File: config.mk
export PLATFORM = sky130hd
export DESIGN_NAME = charger_status_fault_register
export DESIGN_NICKNAME = d
export VERILOG_FILES = /design/src/inc/charger_status_pkg.sv /design/src/logic/read_clear_flags.sv /design/src/logic/uv_restart_monitor.sv /design/src/logic/charger_status_fault_register.sv
export VERILOG_INCLUDE_DIRS = /design/src /design/src/inc
export SDC_FILE = /design/constraint.sdc
export NUM_CORES = 1
export LEC_CHECK = 0
export BUFFER_PORTS_ARGS = -buffer_cell sky130_fd_sc_hd__buf_2
export CAP_MARGIN = 20
export CORE_MARGIN = 5
export CORE_UTILIZATION = 45
export DETAILED_ROUTE_END_ITERATION = 10
export HOLD_SLACK_MARGIN = 0.15
export PLACE_DENSITY = 0.75
export SETUP_SLACK_MARGIN = 0.5
export SYNTH_ARGS = -nofsm -noshare
export SYNTH_HDL_FRONTEND = slang
export SYNTH_SLANG_ARGS = --single-unit
File: constraint.sdc
create_clock -name clock -period 1.82 [get_ports clock]
set_clock_uncertainty 0.05 [all_clocks]
set_input_delay 0.091 -clock clock [delete_from_list [all_inputs] [get_ports clock]]
set_output_delay 0.091 -clock clock [all_outputs]
set_load 0.1 [all_outputs]
File: src/inc/charger_status_regs.svh
// register offsets, field positions, reset values and counts of the charger status word
`ifndef CHARGER_STATUS_REGS_SVH
`define CHARGER_STATUS_REGS_SVH

// ****************************************
// register offsets
// ****************************************
`define OFF_OPERATING_STATE     8'h21
`define OFF_FAULT_FLAGS         8'h20

// ****************************************
// operating state fields
// ****************************************
`define BIT_VOLTAGE_REG_ACTIVE  4
`define BIT_CURRENT_REG_ACTIVE  3
`define BIT_FAST_CHARGE         2
`define BIT_PRECHARGE           1
`define BIT_REVERSE_POWER       0

// ****************************************
// fault flag fields
// ****************************************
`define BIT_INPUT_OV            7
`define BIT_BATTERY_OC          6
`define BIT_INPUT_OC            5
`define BIT_SYSTEM_OV           4
`define BIT_SYSTEM_UV           3
`define BIT_FORCED_SHUTDOWN     2
`define BIT_REVERSE_OUT_OV      1
`define BIT_REVERSE_OUT_UV      0

// ****************************************
// reset values and counts
// ****************************************
`define RST_OPERATING_STATE     8'h00
`define RST_FAULT_FLAGS         8'h00
`define RST_READ_DATA           8'h00
`define RESTART_FAIL_LIMIT      7
`define READ_CLEAR_COUNT        6

`endif

File: src/inc/charger_status_pkg.sv
// types shared by the charger status word and its helpers
package charger_status_pkg;

  // ****************************************
  // host register access, one request a cycle
  // ****************************************
  typedef struct packed {
    logic       rd_en;
    logic       wr_en;
    logic [7:0] addr;
    logic [7:0] wdata;
  } reg_req_t;

  // ****************************************
  // live operating conditions from the power stage
  // ****************************************
  typedef struct packed {
    logic input_voltage_regulation;
    logic otg_voltage_regulation;
    logic input_current_regulation;
    logic fast_charge_active;
    logic precharge_active;
    logic reverse_power_active;
  } live_status_t;

  // ****************************************
  // fault detector outputs
  // ****************************************
  typedef struct packed {
    logic input_overvoltage;
    logic battery_overcurrent;
    logic battery_overvoltage;
    logic input_overcurrent;
    logic system_overvoltage;
    logic system_below_uv;
    logic restart_failed;
    logic reverse_output_overvoltage;
    logic reverse_output_undervoltage;
  } fault_events_t;

  // ****************************************
  // mode and control inputs
  // ****************************************
  typedef struct packed {
    logic pass_through_mode;
    logic battery_overcurrent_enable;
    logic forced_shutdown_command;
    logic adapter_present;
  } mode_cfg_t;

  typedef enum logic [1:0] {
    UV_IDLE,
    UV_RETRY,
    UV_LATCHED
  } uv_state_t;

  typedef struct packed {
    logic [7:0] op_state;
    logic       sys_ov;
    logic       sys_uv;
    logic [7:0] rdata;
    logic       adapter_prev;
    logic       forced_prev;
    logic       conv_en;
  } main_state_t;

endpackage

File: src/logic/read_clear_flags.sv
// bank of sticky fault flags that a host read clears
`include "charger_status_regs.svh"
module read_clear_flags
  import charger_status_pkg::*;
#(
  parameter int WIDTH = `READ_CLEAR_COUNT
) (
  input  wire logic             clock,
  input  wire logic             rstn,
  input  wire logic [WIDTH-1:0] set,
  input  wire logic             read_clear,
  output logic      [WIDTH-1:0] flags
);

  typedef struct packed {
    logic [WIDTH-1:0] flag;
  } bank_state_t;

  bank_state_t state_d;
  bank_state_t state_q;

  if (WIDTH < 1) begin : g_bad_width
    $error("read_clear_flags: WIDTH must be at least 1");
  end

  // set beats the clear so an event during the read is kept
  always_comb begin
    state_d = state_q;
    for (int i = 0; i < WIDTH; i++) begin
      if (set[i]) state_d.flag[i] = 1'b1;
      else if (read_clear) state_d.flag[i] = 1'b0;
    end
  end

  always_ff @(posedge clock) begin
    if (!rstn) state_q <= '0;
    else state_q <= state_d;
  end

  assign flags = state_q.flag;

endmodule

File: src/logic/uv_restart_monitor.sv
// counts failed restarts while the system rail stays under its threshold
`include "charger_status_regs.svh"
module uv_restart_monitor
  import charger_status_pkg::*;
#(
  parameter int RESTART_LIMIT = `RESTART_FAIL_LIMIT
) (
  input  wire logic clock,
  input  wire logic rstn,
  input  wire logic below_uv,
  input  wire logic restart_failed,
  output logic      uv_fault
);

  localparam int CW = $clog2(RESTART_LIMIT + 1);

  typedef struct packed {
    uv_state_t     st;
    logic [CW-1:0] tries;
    logic          fault;
  } uv_mon_state_t;

  uv_mon_state_t state_d;
  uv_mon_state_t state_q;

  if (RESTART_LIMIT < 1) begin : g_bad_limit
    $error("uv_restart_monitor: RESTART_LIMIT must be at least 1");
  end

  always_comb begin
    state_d       = state_q;
    state_d.fault = 1'b0;
    case (state_q.st)
      UV_IDLE: begin
        state_d.tries = '0;
        if (below_uv && restart_failed) begin
          state_d.tries = CW'(1);
          state_d.st    = (RESTART_LIMIT == 1) ? UV_LATCHED : UV_RETRY;
          state_d.fault = (RESTART_LIMIT == 1);
        end
      end
      UV_RETRY: begin
        if (!below_uv) begin
          state_d.st = UV_IDLE;
        end else if (restart_failed) begin
          state_d.tries = state_q.tries + CW'(1);
          if (state_q.tries + CW'(1) == CW'(RESTART_LIMIT)) begin
            state_d.st    = UV_LATCHED;
            state_d.fault = 1'b1;
          end
        end
      end
      // one report per episode; a fresh dip starts a new count
      UV_LATCHED: begin
        if (!below_uv) state_d.st = UV_IDLE;
      end
      default: state_d.st = UV_IDLE;
    endcase
  end

  always_ff @(posedge clock) begin
    if (!rstn) state_q <= '{st: UV_IDLE, tries: '0, fault: 1'b0};
    else state_q <= state_d;
  end

  assign uv_fault = state_q.fault;

endmodule

File: src/logic/charger_status_fault_register.sv
// charger operating state and fault flag registers with host read and write
//
// Summary of operation
// RULE1 - bit4 shows voltage regulation, forward or OTG
// RULE2 - bit3 low unless input current regulation
// RULE3 - bit2 follows fast charge phase
// RULE4 - bit1 follows pre-charge phase
// RULE5 - bit0 follows reverse power mode
// RULE6 - fault bits 7,6,5,2,1,0 clear on read
// RULE7 - bit6 flags battery overcurrent normally
// RULE8 - pass-through: bit6 gated by overcurrent enable
// RULE9 - bit2 latches on forced converter shutdown
// RULE10 - bit1 latches on reverse output overvoltage
// RULE11 - bit0 latches on reverse output undervoltage
// RULE12 - bit4 latches system overvoltage, write clears
// RULE13 - converter held off while bit4 set
// RULE14 - write zero or unplug clears, converter resumes
// RULE15 - bit3 latches after seven failed restarts
// RULE16 - bit3 held until host write, resets zero
// RULE17 - event during clearing read keeps flag

`include "charger_status_regs.svh"

module charger_status_fault_register
  import charger_status_pkg::*;
#(
  parameter int RESTART_LIMIT = `RESTART_FAIL_LIMIT
) (
  input  wire logic          clock,
  input  wire logic          rstn,
  input  wire reg_req_t      reg_req,
  output logic      [7:0]    reg_rdata,
  input  wire live_status_t  live,
  input  wire fault_events_t events,
  input  wire mode_cfg_t     mode,
  output logic               converter_enable
);

  // ****************************************
  // decode helpers
  // ****************************************
  function automatic logic addr_hit(input reg_req_t r, input logic [7:0] off);
    addr_hit = (r.addr == off);
  endfunction

  function automatic logic [7:0] fault_byte(input logic [5:0] rc, input logic ov,
                                            input logic uv);
    logic [7:0] b;
    b                         = `RST_FAULT_FLAGS;
    b[`BIT_INPUT_OV]          = rc[5];
    b[`BIT_BATTERY_OC]        = rc[4];
    b[`BIT_INPUT_OC]          = rc[3];
    b[`BIT_SYSTEM_OV]         = ov;
    b[`BIT_SYSTEM_UV]         = uv;
    b[`BIT_FORCED_SHUTDOWN]   = rc[2];
    b[`BIT_REVERSE_OUT_OV]    = rc[1];
    b[`BIT_REVERSE_OUT_UV]    = rc[0];
    fault_byte                = b;
  endfunction

  // checked at elaboration so a bad limit never reaches silicon
  if (RESTART_LIMIT < 1) begin : g_bad_limit
    $error("charger_status_fault_register: bad RESTART_LIMIT");
  end

  main_state_t state_d;
  main_state_t state_q;
  logic [5:0]  rc_set;
  logic [5:0]  rc_flags;
  logic        fault_read;
  logic        fault_write;
  logic        uv_fault;
  logic        batoc_source;
  logic        ov_write_clear;
  logic        uv_write_clear;
  logic        adapter_removed;

  // ****************************************
  // request decode
  // ****************************************
  assign fault_read  = reg_req.rd_en && addr_hit(reg_req, `OFF_FAULT_FLAGS);
  assign fault_write = reg_req.wr_en && addr_hit(reg_req, `OFF_FAULT_FLAGS);
  // writing one has no effect; only hardware may set these
  assign ov_write_clear = fault_write && !reg_req.wdata[`BIT_SYSTEM_OV];
  assign uv_write_clear = fault_write && !reg_req.wdata[`BIT_SYSTEM_UV];
  assign adapter_removed = state_q.adapter_prev && !mode.adapter_present;

  // ****************************************
  // read-clear fault sources
  // ****************************************
  always_comb begin
    if (!mode.pass_through_mode) begin
      batoc_source = events.battery_overcurrent;                                  // [RULE7]
    end else if (mode.battery_overcurrent_enable) begin
      batoc_source = events.battery_overcurrent || events.battery_overvoltage;    // [RULE8]
    end else begin
      batoc_source = 1'b0;                                                        // [RULE8]
    end
  end

  assign rc_set[5] = events.input_overvoltage;                                    // [RULE6]
  assign rc_set[4] = batoc_source;
  assign rc_set[3] = events.input_overcurrent;                                    // [RULE6]
  assign rc_set[2] = mode.forced_shutdown_command && !state_q.forced_prev;        // [RULE9]
  assign rc_set[1] = events.reverse_output_overvoltage;                           // [RULE10]
  assign rc_set[0] = events.reverse_output_undervoltage;                          // [RULE11]

  read_clear_flags #(
    .WIDTH (`READ_CLEAR_COUNT)
  ) u_flags (
    .clock      (clock),
    .rstn       (rstn),
    .set        (rc_set),
    .read_clear (fault_read),                                                     // [RULE6] [RULE17]
    .flags      (rc_flags)
  );

  uv_restart_monitor #(
    .RESTART_LIMIT (RESTART_LIMIT)
  ) u_uv_mon (
    .clock          (clock),
    .rstn           (rstn),
    .below_uv       (events.system_below_uv),
    .restart_failed (events.restart_failed),
    .uv_fault       (uv_fault)
  );

  // ****************************************
  // next state
  // ****************************************
  always_comb begin
    state_d              = state_q;
    state_d.adapter_prev = mode.adapter_present;
    state_d.forced_prev  = mode.forced_shutdown_command;

    state_d.op_state = `RST_OPERATING_STATE;
    state_d.op_state[`BIT_VOLTAGE_REG_ACTIVE] =
      (live.input_voltage_regulation && !live.reverse_power_active) ||
      (live.otg_voltage_regulation && live.reverse_power_active);                 // [RULE1]
    state_d.op_state[`BIT_CURRENT_REG_ACTIVE] =
      live.input_current_regulation && !live.reverse_power_active;                // [RULE2]
    state_d.op_state[`BIT_FAST_CHARGE]   = live.fast_charge_active;               // [RULE3]
    state_d.op_state[`BIT_PRECHARGE]     = live.precharge_active;                 // [RULE4]
    state_d.op_state[`BIT_REVERSE_POWER] = live.reverse_power_active;             // [RULE5]

    // a detector still active wins over the clear
    if (events.system_overvoltage) begin
      state_d.sys_ov = 1'b1;                                                      // [RULE12]
    end else if (ov_write_clear || adapter_removed) begin
      state_d.sys_ov = 1'b0;                                                      // [RULE14]
    end

    if (uv_fault) begin
      state_d.sys_uv = 1'b1;                                                      // [RULE15]
    end else if (uv_write_clear) begin
      state_d.sys_uv = 1'b0;                                                      // [RULE16]
    end

    // enable follows the latch so the converter restarts right after the clear
    state_d.conv_en = !state_d.sys_ov && !mode.forced_shutdown_command;          // [RULE13] [RULE14]

    if (reg_req.rd_en) begin
      if (addr_hit(reg_req, `OFF_OPERATING_STATE)) begin
        state_d.rdata = state_q.op_state;
      end else if (addr_hit(reg_req, `OFF_FAULT_FLAGS)) begin
        state_d.rdata = fault_byte(rc_flags, state_q.sys_ov, state_q.sys_uv);
      end else begin
        state_d.rdata = `RST_READ_DATA;
      end
    end
  end

  always_ff @(posedge clock) begin
    if (!rstn) begin
      state_q <= '{op_state: `RST_OPERATING_STATE, sys_ov: 1'b0, sys_uv: 1'b0,
                   rdata: `RST_READ_DATA, adapter_prev: 1'b0, forced_prev: 1'b0,
                   conv_en: 1'b0};
    end else begin
      state_q <= state_d;
    end
  end

  assign reg_rdata        = state_q.rdata;
  assign converter_enable = state_q.conv_en;
endmodule

==> results.toml <==
[worst_setup_path]
cp.required_ps = 2040
crit_path_start_kind = "flip-flop"
end_kind = "flip-flop"
rr_worst_depth = 4
cp_data_arrival_time_ps = 1510
crit_type = "flip-flop to flip-flop"
slowest_stage = "or4_1"
cp_max_fo = 4
cp_cell_sequence = "ha_2 > nand3_1 > or4_1 > nand3_1"
cp_common_cell = "nand3_1"
max_stage_delay_ps = 460

[grt]
grt_first_pass_wirelength_um = 5840
antenna_found_initial = 0
track_usage_pct = 17.9
grt_pass1_vias = 1295
grt_max_degree = 17
grt_overflow = 0

[cts]
clock_sinks = 30
cts-buffers-inserted = 5
post_cts_buffers = 0
clockBufferDepth = 2
path_clk_slew_ps = 90
ctsHoldBuffers = 26
h-tree-depth = 2
cts_tree = "done"
clock_latency_ps = 320
cts_root_buf = "clkbuf_4"

[logic_synthesis]
syn_inst = 133
synth_edf_count = 0
yosysTopAreaCellShare_pct = 45.9
ys_warn_count = 0
syn_nets = 174
netlist_area_um2 = 1310
avgSynthCellArea_um2 = 9.84
yosysTopAreaCell = "dfxtp_1"
synth_cell_types = 38
synthArstFlopShare_pct = 0
synth-seq-cells = 30
yosysSeqAreaShare_pct = 45.9
ys.flop_type = "dfxtp_1"
synth.area.top_cells = "dfxtp_1, mux2_2, buf_4, a32o_1, o21ai_0"

[cells_and_area]
layout.cells.non_filler = 227
diodes = 0
area_growth_syn_to_layout_pct = 40.4
multiInputGateArea_um2 = 644
seq_area_um2 = 603
fillers = 231
drive_gt1_share_pct = 35.2
fin_nets = 237

[floorplan]
core_um2 = 2780
rows = 19
die_w_um = 63.9
die_h_um = 63.9
die_area_um2 = 4090
start_util_pct = 47.1
io_pins = 48

[power]
power_leakage_uw = 0.000834
ir_worst_vdd_mv = 0.564
power.total_uw = 1220
powerDensity_nw_per_um2 = 666

[timing]
period_needed_ps = 1290
setup_violations = 0
grt_setup_unrepaired = "true"
finalMaxSlewViolations = 0
worst_pin_slew_ps = 486
max_freq_mhz = 775
finalCritPeriodShare_pct = 70.9
setup_tns_ps = 0
hold_viol_final = 0
relSlewSlack_pct = 67.3

[routing]
drt_wl_total_um = 3380
vias = 1226
wl_per_cell_um = 14.9
routed_via_density = 5.40
drc_errors = 0
drt-initial-drc-count = 73
first_pass_iters = 4
ant_nets = 0

[run_status]
status = "complete, no violations"

[hold_path]
hp-class = "input pin to flip-flop"
hold_depth = 4

[job]
maxCapViolations = 0

[placement]
gp_congestion = 0.816
portBuffers = 41
place_inst = 194
hpwl_um = 2270
-- worst max-delay path: cells and delay by family (launching register included) --
kind	cells	cell delay, ps
DFF	1	370
adders and majority gates	1	200
and+or+nand+nor	3	630
-- registers in the layout (all words and copies together), names as in the netlist --
register and cells:
reg_rdata 8, u_uv_mon.uv_fault 1, state_q 9, u_flags.flags 6, converter_enable 1, u_uv_mon.state_q 5
-- cells in the final DEF, fill, tap and decap left out, types with 2 or more instances in the layout --
cell type and instances:
dfxtp_2 2, buf_4 2, nand2_1 7, o21ai_0 8, o32ai_1 2, a21oi_1 7
buf_2 40, nand3b_1 4, dlymetal6s4s_1 2, dlygate4sd3_1 24, mux2_2 6, or3b_2 2
or4b_4 2, clkbuf_4 5, dfxtp_1 28, clkbuf_1 2, nor2_1 9, a32o_1 4
and2_1 4, o221a_2 2, inv_1 4, nand3_1 6
-- stage by stage --
step | utilization, % | area [um^2] | worst slack, ps | hold slack, ps
finish | 66.1 | 1840 | 530 | 77.1
global route | 66.1 | 1840 | 464 | 98.9
CTS | 65.0 | 1810 | 501 | 54.6
detailed placement | 53.5 | 1490 | 404 | 252
global placement | 53.5 | 1490 | 458 | 241
floorplan | - | 1310 | 515 | 117
-- cell type report --
type / instances / share of cell area, %
Sequential cell: 30 / 32.8
Clock buffer: 7 / 2.45
Multi-Input combinational cell: 86 / 35.1
Inverter: 4 / 0.817
Tap cell: 31 / 2.11
Timing Repair Buffer: 69 / 26.8
-- what timing repair did --
action	in CTS	in global routing
gates resized for setup	5	6
endpoints found under the hold margin	23	1
endpoints found under the setup margin	2	6
-- report_power, final --
part | switching (uW) | internal [uW]
clock | 207 | 145
sequential | 12.8 | 680
combinational | 77.9 | 101
total | 297 | 926
-- per-layer routing --
metal  wire length (um)  part of all wire (%)  track usage (%)  vias to the layer above
met5                  0                     0                0                        -
met4                 61                   1.8             8.57                        0
met3                176                   5.2             4.90                        7
met2               1770                    53             31.8                       33
met1               1360                    40             19.5                      576
li1                   -                     -                -                      610
-- path summary, 6_finish.rpt --
kind                                     startpoint                   to  slack, ps
worst min register to register         reg_rdata[2]         reg_rdata[2]        430
worst min-delay path                    reg_req[12]     converter_enable         80
worst max register to register  u_uv_mon.state_q[1]  u_uv_mon.state_q[3]        530
worst max-delay path            u_uv_mon.state_q[1]  u_uv_mon.state_q[3]        530
-- cell families after synthesis --
| kind of cell | Yosys count | synth area share [%] |
|---|---|---|
| multiplexers | 7 | 5.93 |
| AND/OR/NAND/NOR | 46 | 21.9 |
| flip-flops | 30 | 45.9 |
| adder cells (fa/ha/maj) | 2 | 1.91 |
| AO/OA/AOI/OAI | 30 | 16.4 |
| buffers and inverters | 17 | 7.26 |
| XOR/XNOR | 1 | 0.669 |
-- cells in the mapped netlist (2+ instances only) --
library cell	count
and3_1	2
clkbuf_1	4
and2_1	4
nor2_1	9
nand2_1	7
or4b_4	2
buf_4	8
o32ai_1	2
o21ai_0	8
nand3b_1	4
nand3_1	6
ha_1	2
a21oi_1	7
dfxtp_1	30
mux2_2	6
a32o_1	4
o221a_2	2
or3b_2	2
inv_1	4
nor3b_1	2
Note: power is estimated with default switching activity, not from simulation.
